### src/ddl_pkg.sv
// package for the dual data loopback and led control block
// assumes a 100 MHz pclk and an apb master for register access
// Summary of operation
// led one dark unassigned, steady when assigned, flashing on controller or button loopback
// serial rear card: led two flashes only while network codes are received
// office rear card: led two dark on carrier fail, lit when line signal present
// office rear card: led two flashes on network codes or controller loopback
// each button press toggles local digital loopback on and off
// local digital loopback loops both toward the ds0 and the channel side
// requests come from button, controller and three kinds of network code
// loopback performed depends on fitted rear card type
// serial rear card: every request gives local digital loopback
// office rear card: button gives local loop; codes give matching rear loopback
// line side loopback only from controller, works without ds0 assignment
// office unit loopback returns the data signal toward the t1 ds0
// channel service loopback requested by reversing sealing current polarity
// data service loopback requested by sending a control code toward far end
// controller offers full set from test menu, timeslot menu only local loop
// controller assigns each channel to a span and one ds0 slot
// serial card codes activate local loop; office card codes pass to rear card
// flashing leds toggle near two hertz and override steady states
// code-driven loopback ends as soon as the code is no longer detected
package ddl_pkg;
  localparam int unsigned CLK_HZ = 100000000;
  localparam int unsigned FLASH_HZ = 2;
  // half period of the flash, in cycles
  localparam int unsigned FLASH_HALF_CYC = CLK_HZ / (2 * FLASH_HZ);
  localparam int unsigned NCH = 2;
  // register byte offsets
  localparam logic [11:0] OFS_CFG = 12'h000;
  localparam logic [11:0] OFS_CH0 = 12'h004;
  localparam logic [11:0] OFS_CH1 = 12'h008;
  localparam logic [11:0] OFS_STAT = 12'h00c;
  // channel control register fields
  localparam int unsigned F_ASSIGNED = 0;
  localparam int unsigned F_SPAN = 1;
  localparam int unsigned F_SLOT_LO = 2;
  localparam int unsigned F_SLOT_W = 5;
  localparam int unsigned F_MGMT_LDL = 8;
  localparam int unsigned F_MGMT_QLB = 9;
  localparam int unsigned F_MGMT_OCU = 10;
  localparam int unsigned F_MGMT_CSU = 11;
  localparam int unsigned F_MGMT_DSU = 12;
  localparam logic [31:0] CH_RST = 32'h0000_0000;
  // cfg register: bit 0 selects office rear card
  localparam int unsigned F_REAR_OFFICE = 0;
  localparam logic [4:0] SLOT_MAX = 5'h17;
  typedef enum logic {DDL_REAR_SERIAL, DDL_REAR_OFFICE} ddl_rear_t;
endpackage : ddl_pkg

### src/ddl_flash.sv
// flash enable divider: square wave at roughly two hertz
// assumes the single system clock pclk
`timescale 1ns/1ps
module ddl_flash
  import ddl_pkg::*;
(
  // clock and reset
  input wire logic pclk,
  input wire logic presetn,
  // flash phase
  output logic flash_q
);
  logic [26:0] cnt_q;

  always_ff @(posedge pclk or negedge presetn)
  begin
    if (!presetn)
    begin
      cnt_q <= 27'h0;
      flash_q <= 1'b0;
    end
    else if (cnt_q == 27'(FLASH_HALF_CYC - 1))
    begin
      cnt_q <= 27'h0;
      flash_q <= ~flash_q;
    end
    else
    begin
      cnt_q <= cnt_q + 27'h1;
    end
  end
endmodule : ddl_flash

### src/ddl_chan.sv
// per channel loopback routing and led selection
// assumes synchronous inputs and a shared flash phase
`timescale 1ns/1ps
module ddl_chan
  import ddl_pkg::*;
(
  // clock and reset
  input wire logic pclk,
  input wire logic presetn,
  // configuration
  input wire logic rear_office,
  input wire logic assigned,
  input wire logic mgmt_ldl,
  input wire logic mgmt_qlb,
  input wire logic mgmt_ocu,
  input wire logic mgmt_csu,
  input wire logic mgmt_dsu,
  // events and line state
  input wire logic button_pulse,
  input wire logic rx_office_code,
  input wire logic rx_channel_code,
  input wire logic rx_data_code,
  input wire logic line_signal,
  input wire logic flash,
  // loopback controls
  output logic ldl_t1_q,
  output logic ldl_chan_q,
  output logic qlb_q,
  output logic ocu_lb_q,
  output logic seal_rev_q,
  output logic dsu_code_q,
  output logic pb_ldl_q,
  // leds
  output logic led1_q,
  output logic led2_q
);
  logic any_code;
  logic mgmt_any;
  logic ldl_d;
  logic led1_d;
  logic led2_d;

  assign any_code = rx_office_code | rx_channel_code | rx_data_code;
  assign mgmt_any = mgmt_ldl | mgmt_qlb | mgmt_ocu | mgmt_csu | mgmt_dsu;

  // button toggles local loop
  always_ff @(posedge pclk or negedge presetn)
  begin
    if (!presetn)
      pb_ldl_q <= 1'b0;
    else if (button_pulse)
      pb_ldl_q <= ~pb_ldl_q;
  end

  always_comb
  begin
    // serial card: every source gives local loop; codes only while present
    if (rear_office == DDL_REAR_SERIAL)
      ldl_d = pb_ldl_q | mgmt_any | any_code;
    else
      ldl_d = pb_ldl_q | mgmt_ldl;
  end

  always_ff @(posedge pclk or negedge presetn)
  begin
    if (!presetn)
    begin
      ldl_t1_q <= 1'b0;
      ldl_chan_q <= 1'b0;
      qlb_q <= 1'b0;
      ocu_lb_q <= 1'b0;
      seal_rev_q <= 1'b0;
      dsu_code_q <= 1'b0;
    end
    else
    begin
      ldl_t1_q <= ldl_d;
      ldl_chan_q <= ldl_d;
      qlb_q <= rear_office & mgmt_qlb;
      ocu_lb_q <= rear_office & (rx_office_code | mgmt_ocu);
      seal_rev_q <= rear_office & (rx_channel_code | mgmt_csu);
      dsu_code_q <= rear_office & (rx_data_code | mgmt_dsu);
    end
  end

  always_comb
  begin
    if (pb_ldl_q | mgmt_any)
      led1_d = flash;
    else
      led1_d = assigned;
    if (rear_office == DDL_REAR_SERIAL)
      led2_d = any_code & flash;
    else if (any_code | mgmt_any)
      led2_d = flash;
    else
      led2_d = line_signal;
  end

  always_ff @(posedge pclk or negedge presetn)
  begin
    if (!presetn)
    begin
      led1_q <= 1'b0;
      led2_q <= 1'b0;
    end
    else
    begin
      led1_q <= led1_d;
      led2_q <= led2_d;
    end
  end
endmodule : ddl_chan

### src/ddl_top.sv
// dual data card loopback and led control, apb register slave
// assumes apb master on pclk; button and code inputs synchronous to pclk
`timescale 1ns/1ps
module ddl_top
  import ddl_pkg::*;
(
  // clock and reset
  input wire logic pclk,
  input wire logic presetn,
  // apb slave
  input wire logic psel,
  input wire logic penable,
  input wire logic pwrite,
  input wire logic [11:0] paddr,
  input wire logic [31:0] pwdata,
  output logic [31:0] prdata,
  output logic pready,
  output logic pslverr,
  // per channel inputs
  input wire logic [NCH-1:0] front_panel_pushbutton,
  input wire logic [NCH-1:0] office_unit_loopback_code,
  input wire logic [NCH-1:0] channel_service_loopback_code,
  input wire logic [NCH-1:0] data_service_loopback_code,
  input wire logic [NCH-1:0] line_signal_detect,
  // per channel outputs
  output logic [NCH-1:0] local_digital_loopback_t1,
  output logic [NCH-1:0] local_digital_loopback_chan,
  output logic [NCH-1:0] line_side_loopback,
  output logic [NCH-1:0] office_unit_loopback,
  output logic [NCH-1:0] sealing_reverse,
  output logic [NCH-1:0] data_service_code_send,
  output logic [NCH-1:0] led_status,
  output logic [NCH-1:0] led_line
);
  logic cfg_q;
  logic [31:0] ch_q [NCH];
  logic [NCH-1:0] pb_prev_q;
  logic [NCH-1:0] pb_ldl;
  logic flash;
  logic wr_en;
  logic rd_en;
  logic addr_ok;

  assign pready = 1'b1;
  assign wr_en = psel & penable & pwrite;
  assign rd_en = psel & penable & ~pwrite;
  assign addr_ok = (paddr == OFS_CFG) | (paddr == OFS_CH0) | (paddr == OFS_CH1)
                   | (paddr == OFS_STAT);
  assign pslverr = psel & penable & ~addr_ok;

  always_ff @(posedge pclk or negedge presetn)
  begin
    if (!presetn)
      cfg_q <= 1'b0;
    else if (wr_en && paddr == OFS_CFG)
      cfg_q <= pwdata[F_REAR_OFFICE];
  end

  always_ff @(posedge pclk or negedge presetn)
  begin
    if (!presetn)
      pb_prev_q <= '0;
    else
      pb_prev_q <= front_panel_pushbutton;
  end

  always_ff @(posedge pclk or negedge presetn)
  begin
    if (!presetn)
      prdata <= 32'h0;
    else if (psel && !penable && !pwrite)
    begin
      case (paddr)
        OFS_CFG: prdata <= {31'h0, cfg_q};
        OFS_CH0: prdata <= ch_q[0];
        OFS_CH1: prdata <= ch_q[1];
        OFS_STAT: prdata <= {24'h0, led_line, led_status, local_digital_loopback_t1,
                             pb_ldl};
        default: prdata <= 32'h0;
      endcase
    end
  end

  ddl_flash u_flash (
    .pclk(pclk),
    .presetn(presetn),
    .flash_q(flash)
  );

  genvar g;
  generate
    for (g = 0; g < NCH; g++)
    begin : g_ch
      always_ff @(posedge pclk or negedge presetn)
      begin
        if (!presetn)
          ch_q[g] <= CH_RST;
        else if (wr_en && paddr == (g == 0 ? OFS_CH0 : OFS_CH1))
        begin
          // slot above the last ds0 is refused; field keeps its value
          ch_q[g] <= {19'h0, pwdata[12:8], 1'b0,
                      (pwdata[6:2] > SLOT_MAX) ? ch_q[g][6:2] : pwdata[6:2],
                      pwdata[1:0]};
        end
      end

      ddl_chan u_chan (
        .pclk(pclk),
        .presetn(presetn),
        .rear_office(cfg_q),
        .assigned(ch_q[g][F_ASSIGNED]),
        .mgmt_ldl(ch_q[g][F_MGMT_LDL]),
        .mgmt_qlb(ch_q[g][F_MGMT_QLB]),
        .mgmt_ocu(ch_q[g][F_MGMT_OCU]),
        .mgmt_csu(ch_q[g][F_MGMT_CSU]),
        .mgmt_dsu(ch_q[g][F_MGMT_DSU]),
        .button_pulse(front_panel_pushbutton[g] & ~pb_prev_q[g]),
        .rx_office_code(office_unit_loopback_code[g]),
        .rx_channel_code(channel_service_loopback_code[g]),
        .rx_data_code(data_service_loopback_code[g]),
        .line_signal(line_signal_detect[g]),
        .flash(flash),
        .ldl_t1_q(local_digital_loopback_t1[g]),
        .ldl_chan_q(local_digital_loopback_chan[g]),
        .qlb_q(line_side_loopback[g]),
        .ocu_lb_q(office_unit_loopback[g]),
        .seal_rev_q(sealing_reverse[g]),
        .dsu_code_q(data_service_code_send[g]),
        .pb_ldl_q(pb_ldl[g]),
        .led1_q(led_status[g]),
        .led2_q(led_line[g])
      );
    end
  endgenerate
endmodule : ddl_top

### config.mk
export PLATFORM = sky130hd
export DESIGN_NAME = ddl_top
export DESIGN_NICKNAME = d
export VERILOG_FILES = /design/src/ddl_pkg.sv /design/src/ddl_flash.sv /design/src/ddl_chan.sv /design/src/ddl_top.sv
export SDC_FILE = /design/constraint.sdc
export NUM_CORES = 1
export LEC_CHECK = 0
export BUFFER_PORTS_ARGS = -buffer_cell sky130_fd_sc_hd__buf_2
export CORE_MARGIN = 5
export CORE_UTILIZATION = 47
export DETAILED_ROUTE_END_ITERATION = 8
export PLACE_DENSITY_LB_ADDON = 0.1
export SYNTH_ARGS = -nofsm -noshare
export SYNTH_HDL_FRONTEND = slang
export SYNTH_HIERARCHICAL = 1
export SYNTH_SLANG_ARGS = --single-unit
export TNS_END_PERCENT = 30
### constraint.sdc
create_clock -name pclk -period 1.8 [get_ports pclk]
set_input_delay 0.36 -clock pclk [delete_from_list [all_inputs] [get_ports pclk]]
set_output_delay 0.36 -clock pclk [all_outputs]
set_load 0.05 [all_outputs]
==> flow_summary.ini <==
[outcome]
status = completed

[clocking]
cts_buffers = 9
cts.path.max_buffers = 2
clk_pin_slew_worst_paths_ns = 0.08
clock_latency_ns = 0.35
ctsHoldBuffers = 0
cts.sinks = 84
cts_root_buffer = clkbuf_8
cts_max_level = 3
cts_tree = yes

[sta]
final.min_clock_period_ns = 1.72
hold_violations = 0
fin_skew_ns = 0.00943
tns_ns = 0
fin_hold_ws_ns = 0.0166
period_share = 0.957
worst_slack_ns = 0.0776
rsz0062_at_grt = no
setup_viol_count_final = 0
max_freq_mhz = 581
slew_violations = 0

[detailed_routing]
num_vias = 2995
drt_pre_antenna_iters = 5
drc = 0
wire_per_inst_um = 15.9
drt-total-wl_um = 8810
antenna_left = 0
viasPerCell = 5.40
drt_iter0_drc = 144

[floorplanning]
die_w_um = 103
boundaryPins = 109
initial_core_util = 0.487
die_h_um = 103
row_count = 33
die_area_um2 = 10500
core_region_area_um2 = 8260

[worst_setup_path]
crit_path_end_kind = flip-flop
cpLargestDelayFamily = simple AND/OR/NAND/NOR gates
cp_num_buf_inv = 0
critPathArrivalTime_ns = 2.00
cp-start-kind = flip-flop
slowest_delay_ns = 0.55
cp_cell_sequence = nand3_1 > or4_4 > or4_1 > a21oi_1
criticalPathCategory = flip-flop to flip-flop
crit_fanout = 5
cp.required_ns = 2.08
cpMaxStageDelayCell = or4_4

[worst_hold_path]
worstHoldPathType = input pin to asynchronous set/reset pin

[yosys]
synth_area_um2 = 4020
synthMostInstantiatedCell = dfrtp_1
synth_ff_type = dfrtp_1
ys_seq_area_frac = 0.523
synth_top_area_cell = dfrtp_1
synthCells = 352
ys_warn_count = 6
synth_common_cells = dfrtp_1, nand2_1, mux2_2
yosysTopAreaCellShare = 0.523
ys_types = 44
syn_avg_cell_area_um2 = 11.4
yosys-top-cells-area = dfrtp_1, mux2_2, buf_4
async_flop_share = 1.00
synth_edf_count = 0
yosys_register_bits = 84

[global_routing]
antenna_found_initial = 0
grt_pass1_wl_um = 14600
grt_pass1_vias = 2927
grt_overflow = 0
grt_max_degree = 85
track_usage = 0.180

[place]
dp_hpwl_um = 6500
dp_slack_ns = -0.0452
gp_congestion = 0.817
portBuffers = 68

[cells_and_area]
final_util = 0.582
layout-drive-gt1-share = 0.351
layout-area-overhead-vs-synth_pct = 19.6
antenna_cells = 0
nNetsFinal = 507

[power]
powerDensity_nw_per_um2 = 776
p_total_mw = 3.73
ir_worst_vdd_mv = 0.361
p_leak_nw = 2.36

[job]
max-cap-violations = 0
[flip-flops by register name, summed over array words and instances (netlist names)]
signal	flops
u_flash/cnt_q	27
ch_q	24
prdata	13
g_ch.u_chan/dsu_code_q	2
g_ch.u_chan/ldl_chan_q	2
g_ch.u_chan/led1_q	2
g_ch.u_chan/led2_q	2
g_ch.u_chan/ocu_lb_q	2
g_ch.u_chan/pb_ldl_q	2
g_ch.u_chan/qlb_q	2
g_ch.u_chan/seal_rev_q	2
pb_prev_q	2
cfg_q	1
u_flash/flash_q	1
[final timing paths]
check                      slack, ns                         endpoint                       start  cells after the start
max                             0.08      u_flash/cnt_q[21]$_DFF_PN0_  u_flash/cnt_q[2]$_DFF_PN0_                      4
min reg2reg                     0.48           prdata[11]$_DFFE_PN0P_      prdata[11]$_DFFE_PN0P_                      2
max reg2reg                     0.08      u_flash/cnt_q[21]$_DFF_PN0_  u_flash/cnt_q[2]$_DFF_PN0_                      4
max in group asynchronous       1.42  g_ch[1].u_chan/led1_q$_DFF_PN0_                     presetn                      2
min in group pclk               0.12           pb_prev_q[0]$_DFF_PN0_   front_panel_pushbutton[0]                      1
min                             0.02            prdata[8]$_DFFE_PN0P_                     presetn                      2
[cell usage in the layout (no fill, tap or decap), drive strengths merged, types with 5 or more instances in the layout]
cell type,netlist,layout
a21oi,8,8
a22oi,11,11
and3,5,5
buf,31,100
clkbuf,3,10
conb,2,20
dfrtp,84,84
mux2,29,29
nand2,30,30
nand3,16,16
nand4,13,13
nor2,12,12
nor2b,6,6
nor3,6,6
nor4,7,7
o21a,6,6
o21ai,6,6
o31ai,13,13
or3,6,6
or4,8,8
xnor2,9,9
xor2,11,11
[metrics by stage]
stage | std cells | cell area, um^2
floorplan | 370 | 4090
global placement | 539 | 4580
detailed placement | 539 | 4580
CTS | 554 | 4790
global route | 555 | 4810
finish | 555 | 4810
[per-layer routing]
layer	vias to the layer above	GRT usage	wire [um]
met5	-	0	0
met2	79	0.289	4320
met4	0	0.0716	198
met3	14	0.0359	521
li1	1430	-	-
met1	1472	0.239	3770
[layout make-up]
class	instances	area (um^2)
Timing Repair Buffer	100	599
Clock buffer	10	128
Fill cell	708	3450
Clock inverter	4	76.3
Multi-Input combinational cell	249	1760
Tap cell	105	131
Inverter	3	11.3
Sequential cell	84	2100
[kinds of logic (layout without fill, tap and decap cells)]
group,count (synthesis),after routing,synth area share
and+or+nand+nor,124,124,0.190
adders and majority gates,1,1,0.00311
other,2,20,0.00187
xor gates and xnor gates,20,20,0.0435
DFF,84,84,0.523
AOI/OAI and AO/OA,54,54,0.0939
buffers and inverters,37,117,0.0579
muxes,30,30,0.0868
[power breakdown]
| group | switching [mW] | internal (mW) |
|---|---|---|
| combinational | 0.245 | 0.104 |
| sequential | 0.0457 | 1.92 |
| clock | 0.654 | 0.769 |
[worst register-to-register path: stages (launching register included)]
cell     delay [ns]
dfrtp_1        0.43
nand3_1        0.12
or4_4          0.55
or4_1          0.40
a21oi_1        0.15
[what timing repair did]
item | 4_1_cts | 5_1_grt
buffers inserted | 1 | 1
pin swaps | 1 | 2
gates cloned | 0 | 0
setup endpoints to repair | 1 | 12
endpoints found under the hold margin | 0 | 0
gates resized for setup | 0 | 2
Note: power is estimated with default switching activity, not from simulation.
